`src/inc/atc_pkg.sv`:
```
/*
  atc_pkg: register offsets, field positions, reset values and
  timing figures of the converter and sensor control block.
  Assumes a 32-bit APB slave with one aligned word per register.
*/
package atc_pkg;
  // byte addresses of the register words
  localparam logic [7:0] OFS_CTRL_A = 8'h00;
  localparam logic [7:0] OFS_CTRL_B = 8'h04;
  localparam logic [7:0] OFS_SENS_GAIN = 8'h08;
  localparam logic [7:0] OFS_SENS_EN = 8'h0c;
  localparam logic [7:0] OFS_SENS_CLK = 8'h10;
  localparam logic [7:0] OFS_SENS_AMP = 8'h14;
  localparam logic [7:0] OFS_RESULT = 8'h18;
  // converter_control_a fields
  localparam int START_POS = 7;
  localparam int BUSY_POS = 6;
  localparam int PWR_POS = 5;
  localparam int FMT_POS = 4;
  localparam int CHAN_MSB = 3;
  // converter_control_b fields
  localparam int AUTO_POS = 7;
  localparam int HALT_POS = 5;
  localparam int REFSRC_POS = 4;
  localparam int CKDIV_MSB = 2;
  // sensor_ref_gain_control fields
  localparam int REFOUT_POS = 7;
  localparam int G2_POS = 6;
  localparam int G1_POS = 5;
  // sensor_enable_control fields
  localparam int SENS_ON_POS = 7;
  localparam int OP2_POS = 6;
  localparam int OP1_POS = 5;
  // sensor_ref_clock_control fields
  localparam int VEXT_POS = 7;
  localparam int BIAS_POS = 6;
  localparam int TSCLK_MSB = 1;
  // sensor_amp_input_control fields
  localparam int VPTAT_POS = 5;
  // reset values
  localparam logic CTRL_RST = 1'b0;
  localparam logic G2_RST = 1'b1;
  localparam logic [7:0] CNT_RST = 8'h00;
  // sensor conversion length: mul * ratio + add conversion clocks
  localparam int SENS_MUL = 5;
  localparam int SENS_ADD = 17;
  localparam logic [4:0] SENS_DIV0 = 5'h04;
  localparam logic [4:0] SENS_DIV1 = 5'h08;
  localparam logic [4:0] SENS_DIV2 = 5'h10;
  localparam int EXT_CONV_TICKS = 16;
  // reference routing codes
  localparam logic [1:0] REF_TSVREF = 2'h0;
  localparam logic [1:0] REF_SUPPLY = 2'h1;
  localparam logic [1:0] REF_PIN = 2'h2;
endpackage
```
`src/core/atc_clk_div.sv`:
```
/*
  atc_clk_div: free-running divider giving a one-cycle conversion
  clock enable at pclk / 2**sel. Assumes reload pulses on writes.
*/
`timescale 1ns/1ps
module atc_clk_div (
  input wire logic pclk,
  input wire logic presetn,
  input wire logic enable,
  input wire logic [2:0] sel,
  input wire logic reload,
  output logic tick
);
  typedef struct packed {
    logic [6:0] cnt;
    logic tick;
  } atc_div_t;
  atc_div_t state_reg;
  atc_div_t state_next;
  logic [6:0] limit;

  // divide by 1,2,4..128 for codes 0..7, see RULE5
  assign limit = 7'((8'h01 << sel) - 8'h01);

  // reload on every field write so a new ratio starts clean, see RULE24
  always_comb begin
    state_next = state_reg;
    state_next.tick = 1'b0;
    if (reload || !enable) begin
      state_next.cnt = limit;
    end else if (state_reg.cnt == 7'h00) begin
      state_next.cnt = limit;
      state_next.tick = 1'b1;
    end else begin
      state_next.cnt = state_reg.cnt - 7'h01;
    end
  end

  always_ff @(posedge pclk or negedge presetn) begin
    if (!presetn) begin
      state_reg <= '0;
    end else begin
      state_reg <= state_next;
    end
  end

  assign tick = state_reg.tick;
endmodule

```
`src/core/atc_ctrl.sv`:
```
/*
  atc_ctrl: APB register block and conversion sequencer for a 12-bit
  converter with a temperature sensor path. Assumes the analog
  converter presents its result on adc_data in the pclk domain.
*/
// Added by the designer: the APB register port and the register offsets.
`timescale 1ns/1ps
//Function
//RULE1 - auto mode restarts after each completion
//RULE2 - software reads result in completion handler
//RULE3 - cpu stalled while halt-mode conversion runs
//RULE4 - reference select: supply or pin
//RULE5 - clock divider 1 to 128
//RULE6 - software keeps sensor clock 500k-1M
//RULE7 - sensor ref or output sampled
//RULE8 - amp2 gain 4 or 5, resets 1
//RULE9 - amp1 gain 1.675 or unity
//RULE10 - software waits sensor settle time
//RULE11 - amp2 and amp1 power enables
//RULE12 - pos ref external select routing
//RULE13 - software keeps external select low
//RULE14 - amp2 bias select
//RULE15 - internal bits stay zero
//RULE16 - sensor clock 4, 8, 16 periods
//RULE17 - sensor conversion 5N plus 17 clocks
//RULE18 - amp1 input bandgap or ptat
//RULE19 - unimplemented bits read zero
//RULE20 - start on 0-1-0 start pulse
//RULE21 - busy set at start, cleared done
//RULE22 - completion raises interrupt request
//RULE23 - power off clears result
//RULE24 - divider reloaded on field write
module atc_ctrl #(
  parameter int EXT_TICKS = atc_pkg::EXT_CONV_TICKS
) (
  input wire logic pclk,
  input wire logic presetn,
  input wire logic psel,
  input wire logic penable,
  input wire logic pwrite,
  input wire logic [7:0] paddr,
  input wire logic [31:0] pwdata,
  output logic [31:0] prdata,
  output logic pready,
  output logic pslverr,
  input wire logic [11:0] adc_data,
  output logic conv_power,
  output logic [3:0] chan_sel,
  output logic conv_clk_en,
  output logic sensor_clk_en,
  output logic conv_active,
  output logic conv_done_irq,
  output logic cpu_stall,
  output logic [1:0] ref_sel,
  output logic sample_sensor_ref,
  output logic sample_sensor_out,
  output logic sensor_enable,
  output logic amp1_power_enable,
  output logic amp2_power_enable,
  output logic amp1_gain_sel,
  output logic amp2_gain_sel,
  output logic amp1_input_sel,
  output logic amp2_bias_sel
);
  typedef struct packed {
    logic start;
    logic power;
    logic fmt;
    logic [3:0] chan;
    logic auto_c;
    logic halt;
    logic refsrc;
    logic [2:0] ckdiv;
    logic ref_out_en;
    logic g2;
    logic g1;
    logic sens_on;
    logic op2;
    logic op1;
    logic vext;
    logic bias;
    logic [1:0] tsclk;
    logic vptat;
    logic busy;
    logic sens;
    logic [7:0] cnt;
    logic [4:0] tscnt;
    logic tsclk_en;
    logic [11:0] result;
    logic done;
    logic [31:0] rdata;
  } atc_state_t;

  atc_state_t state_reg;
  atc_state_t state_next;
  logic tick;
  logic wr;
  logic wr_a;
  logic wr_b;
  logic start_evt;
  logic [7:0] conv_len;
  logic [4:0] ratio;

  // sensor clock ratio, see RULE16
  function automatic logic [4:0] sens_ratio(input logic [1:0] s);
    if (s[1]) begin
      return atc_pkg::SENS_DIV2;
    end else if (s[0]) begin
      return atc_pkg::SENS_DIV1;
    end else begin
      return atc_pkg::SENS_DIV0;
    end
  endfunction

  // mapped word check, used only for the error answer; read data decodes its own case
  function automatic logic addr_hit(input logic [7:0] a);
    return a == atc_pkg::OFS_CTRL_A || a == atc_pkg::OFS_CTRL_B ||
      a == atc_pkg::OFS_SENS_GAIN || a == atc_pkg::OFS_SENS_EN ||
      a == atc_pkg::OFS_SENS_CLK || a == atc_pkg::OFS_SENS_AMP ||
      a == atc_pkg::OFS_RESULT;
  endfunction

  atc_clk_div u_div (
    .pclk(pclk),
    .presetn(presetn),
    .enable(state_reg.power),
    .sel(state_reg.ckdiv),
    .reload(wr_b),
    .tick(tick)
  );

  // zero-wait slave; error only on an unmapped word
  assign pready = 1'b1;
  assign pslverr = psel && penable && !addr_hit(paddr);
  assign wr = psel && penable && pwrite;
  assign wr_a = wr && paddr == atc_pkg::OFS_CTRL_A;
  assign wr_b = wr && paddr == atc_pkg::OFS_CTRL_B;
  // falling edge of the written start bit launches, see RULE20
  assign start_evt = wr_a && state_reg.start && !pwdata[atc_pkg::START_POS] && state_reg.power;
  assign ratio = sens_ratio(state_reg.tsclk);
  // sensor path takes 5N+17 clocks, see RULE17
  assign conv_len = state_reg.sens ? 8'(atc_pkg::SENS_MUL * int'(ratio) + atc_pkg::SENS_ADD) : 8'(EXT_TICKS);

  always_comb begin
    state_next = state_reg;
    state_next.done = 1'b0;
    state_next.tsclk_en = 1'b0;
    // register writes; unimplemented bits are never stored, see RULE19
    if (wr) begin
      case (paddr)
        atc_pkg::OFS_CTRL_A: begin
          state_next.start = pwdata[atc_pkg::START_POS];
          state_next.power = pwdata[atc_pkg::PWR_POS];
          state_next.fmt = pwdata[atc_pkg::FMT_POS];
          state_next.chan = pwdata[atc_pkg::CHAN_MSB:0];
        end
        atc_pkg::OFS_CTRL_B: begin
          state_next.auto_c = pwdata[atc_pkg::AUTO_POS];
          state_next.halt = pwdata[atc_pkg::HALT_POS];
          state_next.refsrc = pwdata[atc_pkg::REFSRC_POS];
          state_next.ckdiv = pwdata[atc_pkg::CKDIV_MSB:0];
        end
        atc_pkg::OFS_SENS_GAIN: begin
          state_next.ref_out_en = pwdata[atc_pkg::REFOUT_POS];
          state_next.g2 = pwdata[atc_pkg::G2_POS];
          state_next.g1 = pwdata[atc_pkg::G1_POS];
        end
        atc_pkg::OFS_SENS_EN: begin
          state_next.sens_on = pwdata[atc_pkg::SENS_ON_POS];
          state_next.op2 = pwdata[atc_pkg::OP2_POS];
          state_next.op1 = pwdata[atc_pkg::OP1_POS];
        end
        // internal bits 5..2 are not stored and stay zero, see RULE15
        atc_pkg::OFS_SENS_CLK: begin
          state_next.vext = pwdata[atc_pkg::VEXT_POS];
          state_next.bias = pwdata[atc_pkg::BIAS_POS];
          state_next.tsclk = pwdata[atc_pkg::TSCLK_MSB:0];
        end
        atc_pkg::OFS_SENS_AMP: begin
          state_next.vptat = pwdata[atc_pkg::VPTAT_POS];
        end
        default: begin
        end
      endcase
    end
    // conversion sequencer
    if (!state_reg.power) begin
      // power off aborts and clears the result, see RULE23
      state_next.busy = 1'b0;
      state_next.cnt = atc_pkg::CNT_RST;
      state_next.result = 12'h000;
    end else if (start_evt && !state_reg.busy) begin
      // a start while busy is ignored rather than restarting
      state_next.busy = 1'b1; // see RULE21
      state_next.cnt = atc_pkg::CNT_RST;
      state_next.tscnt = 5'h00;
      state_next.sens = state_reg.sens_on && state_reg.chan[3];
    end else if (state_reg.busy && tick) begin
      if (state_reg.cnt == conv_len - 8'h01) begin
        state_next.done = 1'b1; // see RULE22
        state_next.result = adc_data;
        state_next.cnt = atc_pkg::CNT_RST;
        state_next.tscnt = 5'h00;
        // auto mode keeps busy and starts over, see RULE1
        state_next.busy = state_reg.auto_c; // see RULE21
      end else begin
        state_next.cnt = state_reg.cnt + 8'h01;
      end
      // sensor clock every ratio conversion clocks, see RULE16
      if (state_reg.sens && state_reg.cnt != conv_len - 8'h01) begin
        if (state_reg.tscnt == ratio - 5'h01) begin
          state_next.tscnt = 5'h00;
          state_next.tsclk_en = 1'b1;
        end else begin
          state_next.tscnt = state_reg.tscnt + 5'h01;
        end
      end
    end
    // read data captured in setup so it is steady in access
    if (psel && !penable && !pwrite) begin
      case (paddr)
        atc_pkg::OFS_CTRL_A: begin
          state_next.rdata = {24'h0, state_reg.start, state_reg.busy, state_reg.power, state_reg.fmt, state_reg.chan};
        end
        atc_pkg::OFS_CTRL_B: begin
          state_next.rdata = {24'h0, state_reg.auto_c, 1'b0, state_reg.halt, state_reg.refsrc, 1'b0, state_reg.ckdiv};
        end
        atc_pkg::OFS_SENS_GAIN: begin
          state_next.rdata = {24'h0, state_reg.ref_out_en, state_reg.g2, state_reg.g1, 5'h00};
        end
        atc_pkg::OFS_SENS_EN: begin
          state_next.rdata = {24'h0, state_reg.sens_on, state_reg.op2, state_reg.op1, 5'h00};
        end
        atc_pkg::OFS_SENS_CLK: begin
          state_next.rdata = {24'h0, state_reg.vext, state_reg.bias, 4'h0, state_reg.tsclk};
        end
        atc_pkg::OFS_SENS_AMP: begin
          state_next.rdata = {24'h0, 2'h0, state_reg.vptat, 5'h00};
        end
        atc_pkg::OFS_RESULT: begin
          state_next.rdata = state_reg.fmt ? {20'h0, state_reg.result} : {16'h0, state_reg.result, 4'h0};
        end
        default: begin
          state_next.rdata = 32'h0;
        end
      endcase
    end
  end

  // all state in one register; amp2 gain powers up at 1, see RULE8
  always_ff @(posedge pclk or negedge presetn) begin
    if (!presetn) begin
      state_reg <= '0;
      state_reg.g2 <= atc_pkg::G2_RST;
    end else begin
      state_reg <= state_next;
    end
  end

  assign prdata = state_reg.rdata;
  assign conv_power = state_reg.power;
  assign chan_sel = state_reg.chan;
  assign conv_clk_en = tick;
  assign sensor_clk_en = state_reg.tsclk_en;
  assign conv_active = state_reg.busy;
  assign conv_done_irq = state_reg.done;
  // cpu held only while a halt-mode conversion is running, see RULE3
  assign cpu_stall = state_reg.halt && state_reg.busy;
  // reference: sensor ref unless external select hands it over, see RULE12
  assign ref_sel = !state_reg.vext ? atc_pkg::REF_TSVREF : state_reg.refsrc ? atc_pkg::REF_PIN : atc_pkg::REF_SUPPLY; // see RULE4
  // channel 1xxx with sensor on picks ref or output, see RULE7
  assign sample_sensor_ref = state_reg.sens_on && state_reg.chan[3] && state_reg.ref_out_en;
  assign sample_sensor_out = state_reg.sens_on && state_reg.chan[3] && !state_reg.ref_out_en;
  assign sensor_enable = state_reg.sens_on;
  assign amp1_power_enable = state_reg.op1; // see RULE11
  assign amp2_power_enable = state_reg.op2; // see RULE11
  assign amp1_gain_sel = state_reg.g1; // see RULE9
  assign amp2_gain_sel = state_reg.g2; // see RULE8
  assign amp1_input_sel = state_reg.vptat; // see RULE18
  assign amp2_bias_sel = state_reg.bias; // see RULE14

  // helper: conversion clocks seen since the last start or completion
  logic [7:0] a_ticks;
  always_ff @(posedge pclk or negedge presetn) begin
    if (!presetn) begin
      a_ticks <= 8'h00;
    end else if (!state_reg.busy || state_reg.done) begin
      a_ticks <= 8'(tick && state_reg.busy);
    end else if (tick) begin
      a_ticks <= a_ticks + 8'h01;
    end
  end

  property p_auto_restart;
    @(posedge pclk) disable iff (!presetn)
    state_reg.done && $past(state_reg.auto_c) && state_reg.power |-> state_reg.busy;
  endproperty
  a_auto_restart: assert property (p_auto_restart) else $error("auto mode did not keep converting"); // see RULE1

  property p_stall;
    @(posedge pclk) disable iff (!presetn)
    $fell(cpu_stall) && state_reg.halt && state_reg.power |-> conv_done_irq;
  endproperty
  a_stall: assert property (p_stall) else $error("cpu released before conversion end"); // see RULE3

  property p_ref_sel;
    @(posedge pclk) disable iff (!presetn)
    state_reg.vext |-> ref_sel == (state_reg.refsrc ? atc_pkg::REF_PIN : atc_pkg::REF_SUPPLY);
  endproperty
  a_ref_sel: assert property (p_ref_sel) else $error("reference select wrong"); // see RULE4

  property p_div2;
    @(posedge pclk) disable iff (!presetn)
    tick && state_reg.ckdiv == 3'h1 && !wr_b && state_reg.power ##1 !wr_b && state_reg.power |-> !tick ##1 tick;
  endproperty
  a_div2: assert property (p_div2) else $error("divide by two spacing wrong"); // see RULE5

  property p_sens_sample;
    @(posedge pclk) disable iff (!presetn)
    state_reg.busy && state_reg.sens && state_reg.ref_out_en |-> sample_sensor_ref && !sample_sensor_out;
  endproperty
  a_sens_sample: assert property (p_sens_sample) else $error("sensor sample select wrong"); // see RULE7

  property p_rsvd_zero;
    @(posedge pclk) disable iff (!presetn)
    psel && penable && !pwrite && paddr == atc_pkg::OFS_SENS_CLK |-> prdata[5:2] == 4'h0;
  endproperty
  a_rsvd_zero: assert property (p_rsvd_zero) else $error("internal bits not zero"); // see RULE15

  property p_sens_len;
    @(posedge pclk) disable iff (!presetn)
    $rose(state_reg.done) && state_reg.sens |-> a_ticks == 8'(atc_pkg::SENS_MUL * int'(ratio) + atc_pkg::SENS_ADD);
  endproperty
  a_sens_len: assert property (p_sens_len) else $error("sensor conversion length wrong"); // see RULE17

  property p_start;
    @(posedge pclk) disable iff (!presetn)
    start_evt && !state_reg.busy |=> state_reg.busy;
  endproperty
  a_start: assert property (p_start) else $error("start pulse did not begin conversion"); // see RULE20

  property p_busy_clear;
    @(posedge pclk) disable iff (!presetn)
    state_reg.done && !$past(state_reg.auto_c) |-> !state_reg.busy;
  endproperty
  a_busy_clear: assert property (p_busy_clear) else $error("busy not cleared at completion"); // see RULE21

  property p_irq;
    @(posedge pclk) disable iff (!presetn)
    $fell(state_reg.busy) && state_reg.power |-> conv_done_irq;
  endproperty
  a_irq: assert property (p_irq) else $error("no completion request"); // see RULE22

  property p_power_clear;
    @(posedge pclk) disable iff (!presetn)
    !state_reg.power |=> state_reg.result == 12'h000;
  endproperty
  a_power_clear: assert property (p_power_clear) else $error("result kept with power off"); // see RULE23

  property p_unimpl;
    @(posedge pclk) disable iff (!presetn)
    psel && penable && !pwrite && paddr == atc_pkg::OFS_CTRL_B |-> prdata[6] == 1'b0 && prdata[3] == 1'b0;
  endproperty
  a_unimpl: assert property (p_unimpl) else $error("unimplemented bit read nonzero"); // see RULE19

  property p_cov_auto;
    @(posedge pclk) disable iff (!presetn)
    state_reg.done && state_reg.auto_c;
  endproperty
  c_cov_auto: cover property (p_cov_auto);

  property p_cov_sens;
    @(posedge pclk) disable iff (!presetn)
    state_reg.done && state_reg.sens;
  endproperty
  c_cov_sens: cover property (p_cov_sens);

  property p_cov_stall;
    @(posedge pclk) disable iff (!presetn)
    $fell(cpu_stall);
  endproperty
  c_cov_stall: cover property (p_cov_stall);
endmodule

```
`config.mk`:
```
export PLATFORM = sky130hd
export DESIGN_NAME = atc_ctrl
export DESIGN_NICKNAME = d
export VERILOG_FILES = /design/src/inc/atc_pkg.sv /design/src/core/atc_clk_div.sv /design/src/core/atc_ctrl.sv
export SDC_FILE = /design/constraint.sdc
export NUM_CORES = 1
export LEC_CHECK = 0
export ABC_CLOCK_PERIOD_IN_PS = 3300
export BUFFER_PORTS_ARGS = -buffer_cell sky130_fd_sc_hd__buf_2
export CAP_MARGIN = 10
export CORE_ASPECT_RATIO = 1.5
export CORE_MARGIN = 2
export CORE_UTILIZATION = 25
export DETAILED_ROUTE_END_ITERATION = 10
export PLACE_DENSITY = 0.54
export SYNTH_ARGS = -nofsm -noshare
export SYNTH_HDL_FRONTEND = slang
export SYNTH_SLANG_ARGS = --single-unit
export TNS_END_PERCENT = 50
```
`constraint.sdc`:
```
create_clock -name pclk -period 3.3 [get_ports pclk]
set_input_delay 0.495 -clock pclk [delete_from_list [all_inputs] [get_ports pclk]]
set_output_delay 0.495 -clock pclk [all_outputs]
set_load 0.02 [all_outputs]
```
==> results by group <==
Power
  – PD cells: around 430 nW/um^2
  – Maximum vdd drop: 0.321 mV
  – Leak pwr: 2.36 nW
  – Gate power share: under 10%
  – Flop pwr share: 45.9%
  – Clock power frac: 47.5%
  – Switching pwr: between 0.5 and 0.6 mW
  – Cell-internal power: ~1.6 mW
  – Total power: approximately 2.1 mW
  – Switch share: about a quarter

Setup path
  – Worst EP arrival: 3.17 ns
  – Worst setup SP type: flop
  – CP Capture Type: flop
  – Critical-path cell list: or2_1 -> ha_1 -> ha_1 -> inv_1 -> fa_1 -> o21ai_0 -> o21ai_1 -> and3_4 -> a21oi_2 -> nand2b_1 -> o21ai_0
  – CP peak stage delay: about 0.45 ns
  – Crit path buf inv count: 1
  – Crit-path max FO: 7
  – Critical path class: flop to flop
  – Family with the most delay on the worst path: adder cells
  – Crit-path slowest cell: dfrtp_1
  – CP required: around 3.5 ns

CTS
  – TritonCTS Buffers: 9
  – Root Driver: clkbuf_16
  – Clock sinks: 77
  – CTS tree: built
  – CTS clk-pin slew, worst paths: ~0.060 ns
  – Hold Buf Count CTS: 0
  – Post-CTS setup buffer count: 0
  – CTS H-tree depth: 3
  – Max Root-Sink Buffers: 2
  – Clock latency on the worst-skew pair: ~0.34 ns

Placement
  – HPWL Detailed: 8.44 mm
  – Buffers on Ports: 70
  – Final GP Congestion: between 0.8 and 0.9

Timing
  – Min Tclk post-route: 2.95 ns
  – Slew Viols, Final: 0
  – Final setup TNS: 0 ns
  – Fin crit share: about nine tenths
  – Worst-Margin Slew: 0.986 ns
  – Max transition margin: roughly 34%
  – RSZ-0062 raised after global routing: no
  – Min Hold Slack: between 0.3 and 0.4 ns
  – FMAX: about 340 MHz
  – Final hold viol count: 0
  – Clock skew: around 0.0077 ns
  – Final setup viols: 0

Synth
  – Area contributors post-synth: dfrtp_1 44%, mux2_2 7.1%, buf_4 6.7%
  – Asr flop ratio synth: between 90% and 100%
  – FF+latch count, synth: 77
  – Register area share after synthesis: between 40 and 50%
  – Post-Syn Area: approximately 4300 um^2
  – Synth unique cells: 57
  – Share of the synthesized area in the top cell type: between 40% and 50%
  – Synth Warn #: 0
  – Dominant synthesized flop cell: dfrtp_1
  – Post-synth EDFFs: 0
  – Mapped Cells: 422
  – Synth area leader: dfrtp_1
  – Most common cell in the netlist: dfrtp_1
  – Syn Area/Cell: a little over 10 um^2
  – Most frequent cells after synthesis: 76 x dfrtp_1, 39 x nand2_1, 38 x buf_4, 27 x mux2_2, 23 x o21ai_0

Die
  – Total die area: between 15000 and 20000 um^2
  – Initial Util: about 26%
  – Top-level port count: 112
  – Die width: roughly 110 um
  – Core area: 16800 um^2
  – Num rows: 58
  – Die Y: roughly 160 um

Run
  – Maxcap violations: 0

Route
  – Post-route ant nets: 0
  – DR WL/cell: around 16 um
  – Total wire length: 10.9 mm
  – Vias per cell: roughly 4.7
  – Iteration-0 DRC Markers: 140
  – DRC: 0
  – Drt first pass iters: 8
  – Via count: 3207

Global routing
  – Largest net degree at the start of global routing: around 80
  – Tot GR Track Use: between 10% and 20%
  – Remaining Overflow, GRT: 0
  – Initial antenna violation count: 0
  – Vias in the first global route: between 3000 and 4000
  – First-pass GRT wire length: around 17 mm

Layout
  – Layout Utilization: 29.2%
  – Max reg flops: 38
  – Fin nets: between 500 and 600
  – Synth-to-layout area growth: 14.3%
  – Share of post-route cells with drive strength above 1: a little over a quarter
  – N_diodes: 0

Worst hold path
  – Hold Path Class: primary input to async pin

Status
  – Status: complete, no violations
==> worst register-to-register path: stages, from the launching register on <==
cell and delay (ns):
dfrtp_1 0.45, or2_1 0.27, ha_1 0.31, ha_1 0.19, inv_1 0.06, fa_1 0.41
o21ai_0 0.16, o21ai_1 0.08, and3_4 0.22, a21oi_2 0.29, nand2b_1 0.24, o21ai_0 0.13
==> routing by layer <==
metal  GRT usage [%]  vias to the layer above  wire length [um]
met1            14.3                     1583              4480
met2            21.9                       77              5760
met5               0                        -                 0
met4            4.20                        0               173
li1                -                     1537                 -
met3            2.44                       10               499
==> path summary, 6_finish.rpt <==
path                       cells after the start                         start                           end  slack, ns
max in group asynchronous                      1                       presetn         prdata[1]$_DFFE_PN0P_       2.34
setup reg to reg                              11     state_reg[63]$_DFFE_PN0P_     state_reg[48]$_DFFE_PN0P_       0.35
setup / recovery                              11     state_reg[63]$_DFFE_PN0P_     state_reg[48]$_DFFE_PN0P_       0.35
hold / removal                                 1                       presetn  u_div.state_reg[5]$_DFF_PN0_       0.31
min in group pclk                              2                   adc_data[9]     state_reg[42]$_DFFE_PN0P_       0.38
hold reg to reg                                1  u_div.state_reg[7]$_DFF_PN0_          u_div.tick$_DFF_PN0_       0.46
==> metrics by stage <==
stage,std cells,setup WS (ns),area (um^2)
floorplan,437,0.568,4340
global placement,661,0.325,4580
detailed placement,661,0.229,4580
CTS,677,0.252,4880
global route,677,0.108,4900
finish,677,0.348,4900
==> cells in the final DEF (no fill, tap or decap), types with 12 or more instances in the layout <==
| cell type | netlist | routed |
|---|---|---|
| buf_2 | 8 | 69 |
| mux2_2 | 27 | 27 |
| nand3_1 | 12 | 12 |
| nand2_1 | 39 | 39 |
| nor2_1 | 19 | 19 |
| inv_1 | 12 | 12 |
| a21oi_1 | 15 | 15 |
| conb_1 | 2 | 17 |
| a22o_1 | 19 | 19 |
| dfrtp_1 | 76 | 76 |
| o21ai_0 | 23 | 23 |
==> logic make-up after synthesis <==
family                     after synthesis  synth area share (%)
and+or+nand+nor                        128                  16.1
AOI/OAI and AO/OA                       91                  14.8
DFF                                     77                  45.0
buffers and inverters                   68                  9.70
muxes                                   36                  9.21
xor gates and xnor gates                12                  2.45
adders and majority gates                8                  2.51
other                                    2                 0.175
==> area by class of cell <==
cell class,instances,area (um^2)
clock buffers,9,225
clock inverters,7,75.1
fillers,1758,11900
inverters,12,45.0
multi-input cells,292,2010
flip-flops and latches,77,1930
well taps,210,263
repair buffers,70,353
==> power by group through the flow <==
stage	logic, mW	registers, mW	clock network, mW
finish	0.138	0.964	0.997
global route	0.155	0.964	1.05
CTS	0.141	0.963	1.01
detailed placement	0.140	0.981	0
global placement	0.138	0.980	0
floorplan	0.0969	0.978	0
==> timing repair <==
action | 4_1_cts | 5_1_grt
resized for setup | 0 | 2
hold endpoints to repair | 0 | 0
setup endpoints to repair | 0 | 6
No activity file was read; power rests on OpenSTA's default activity.
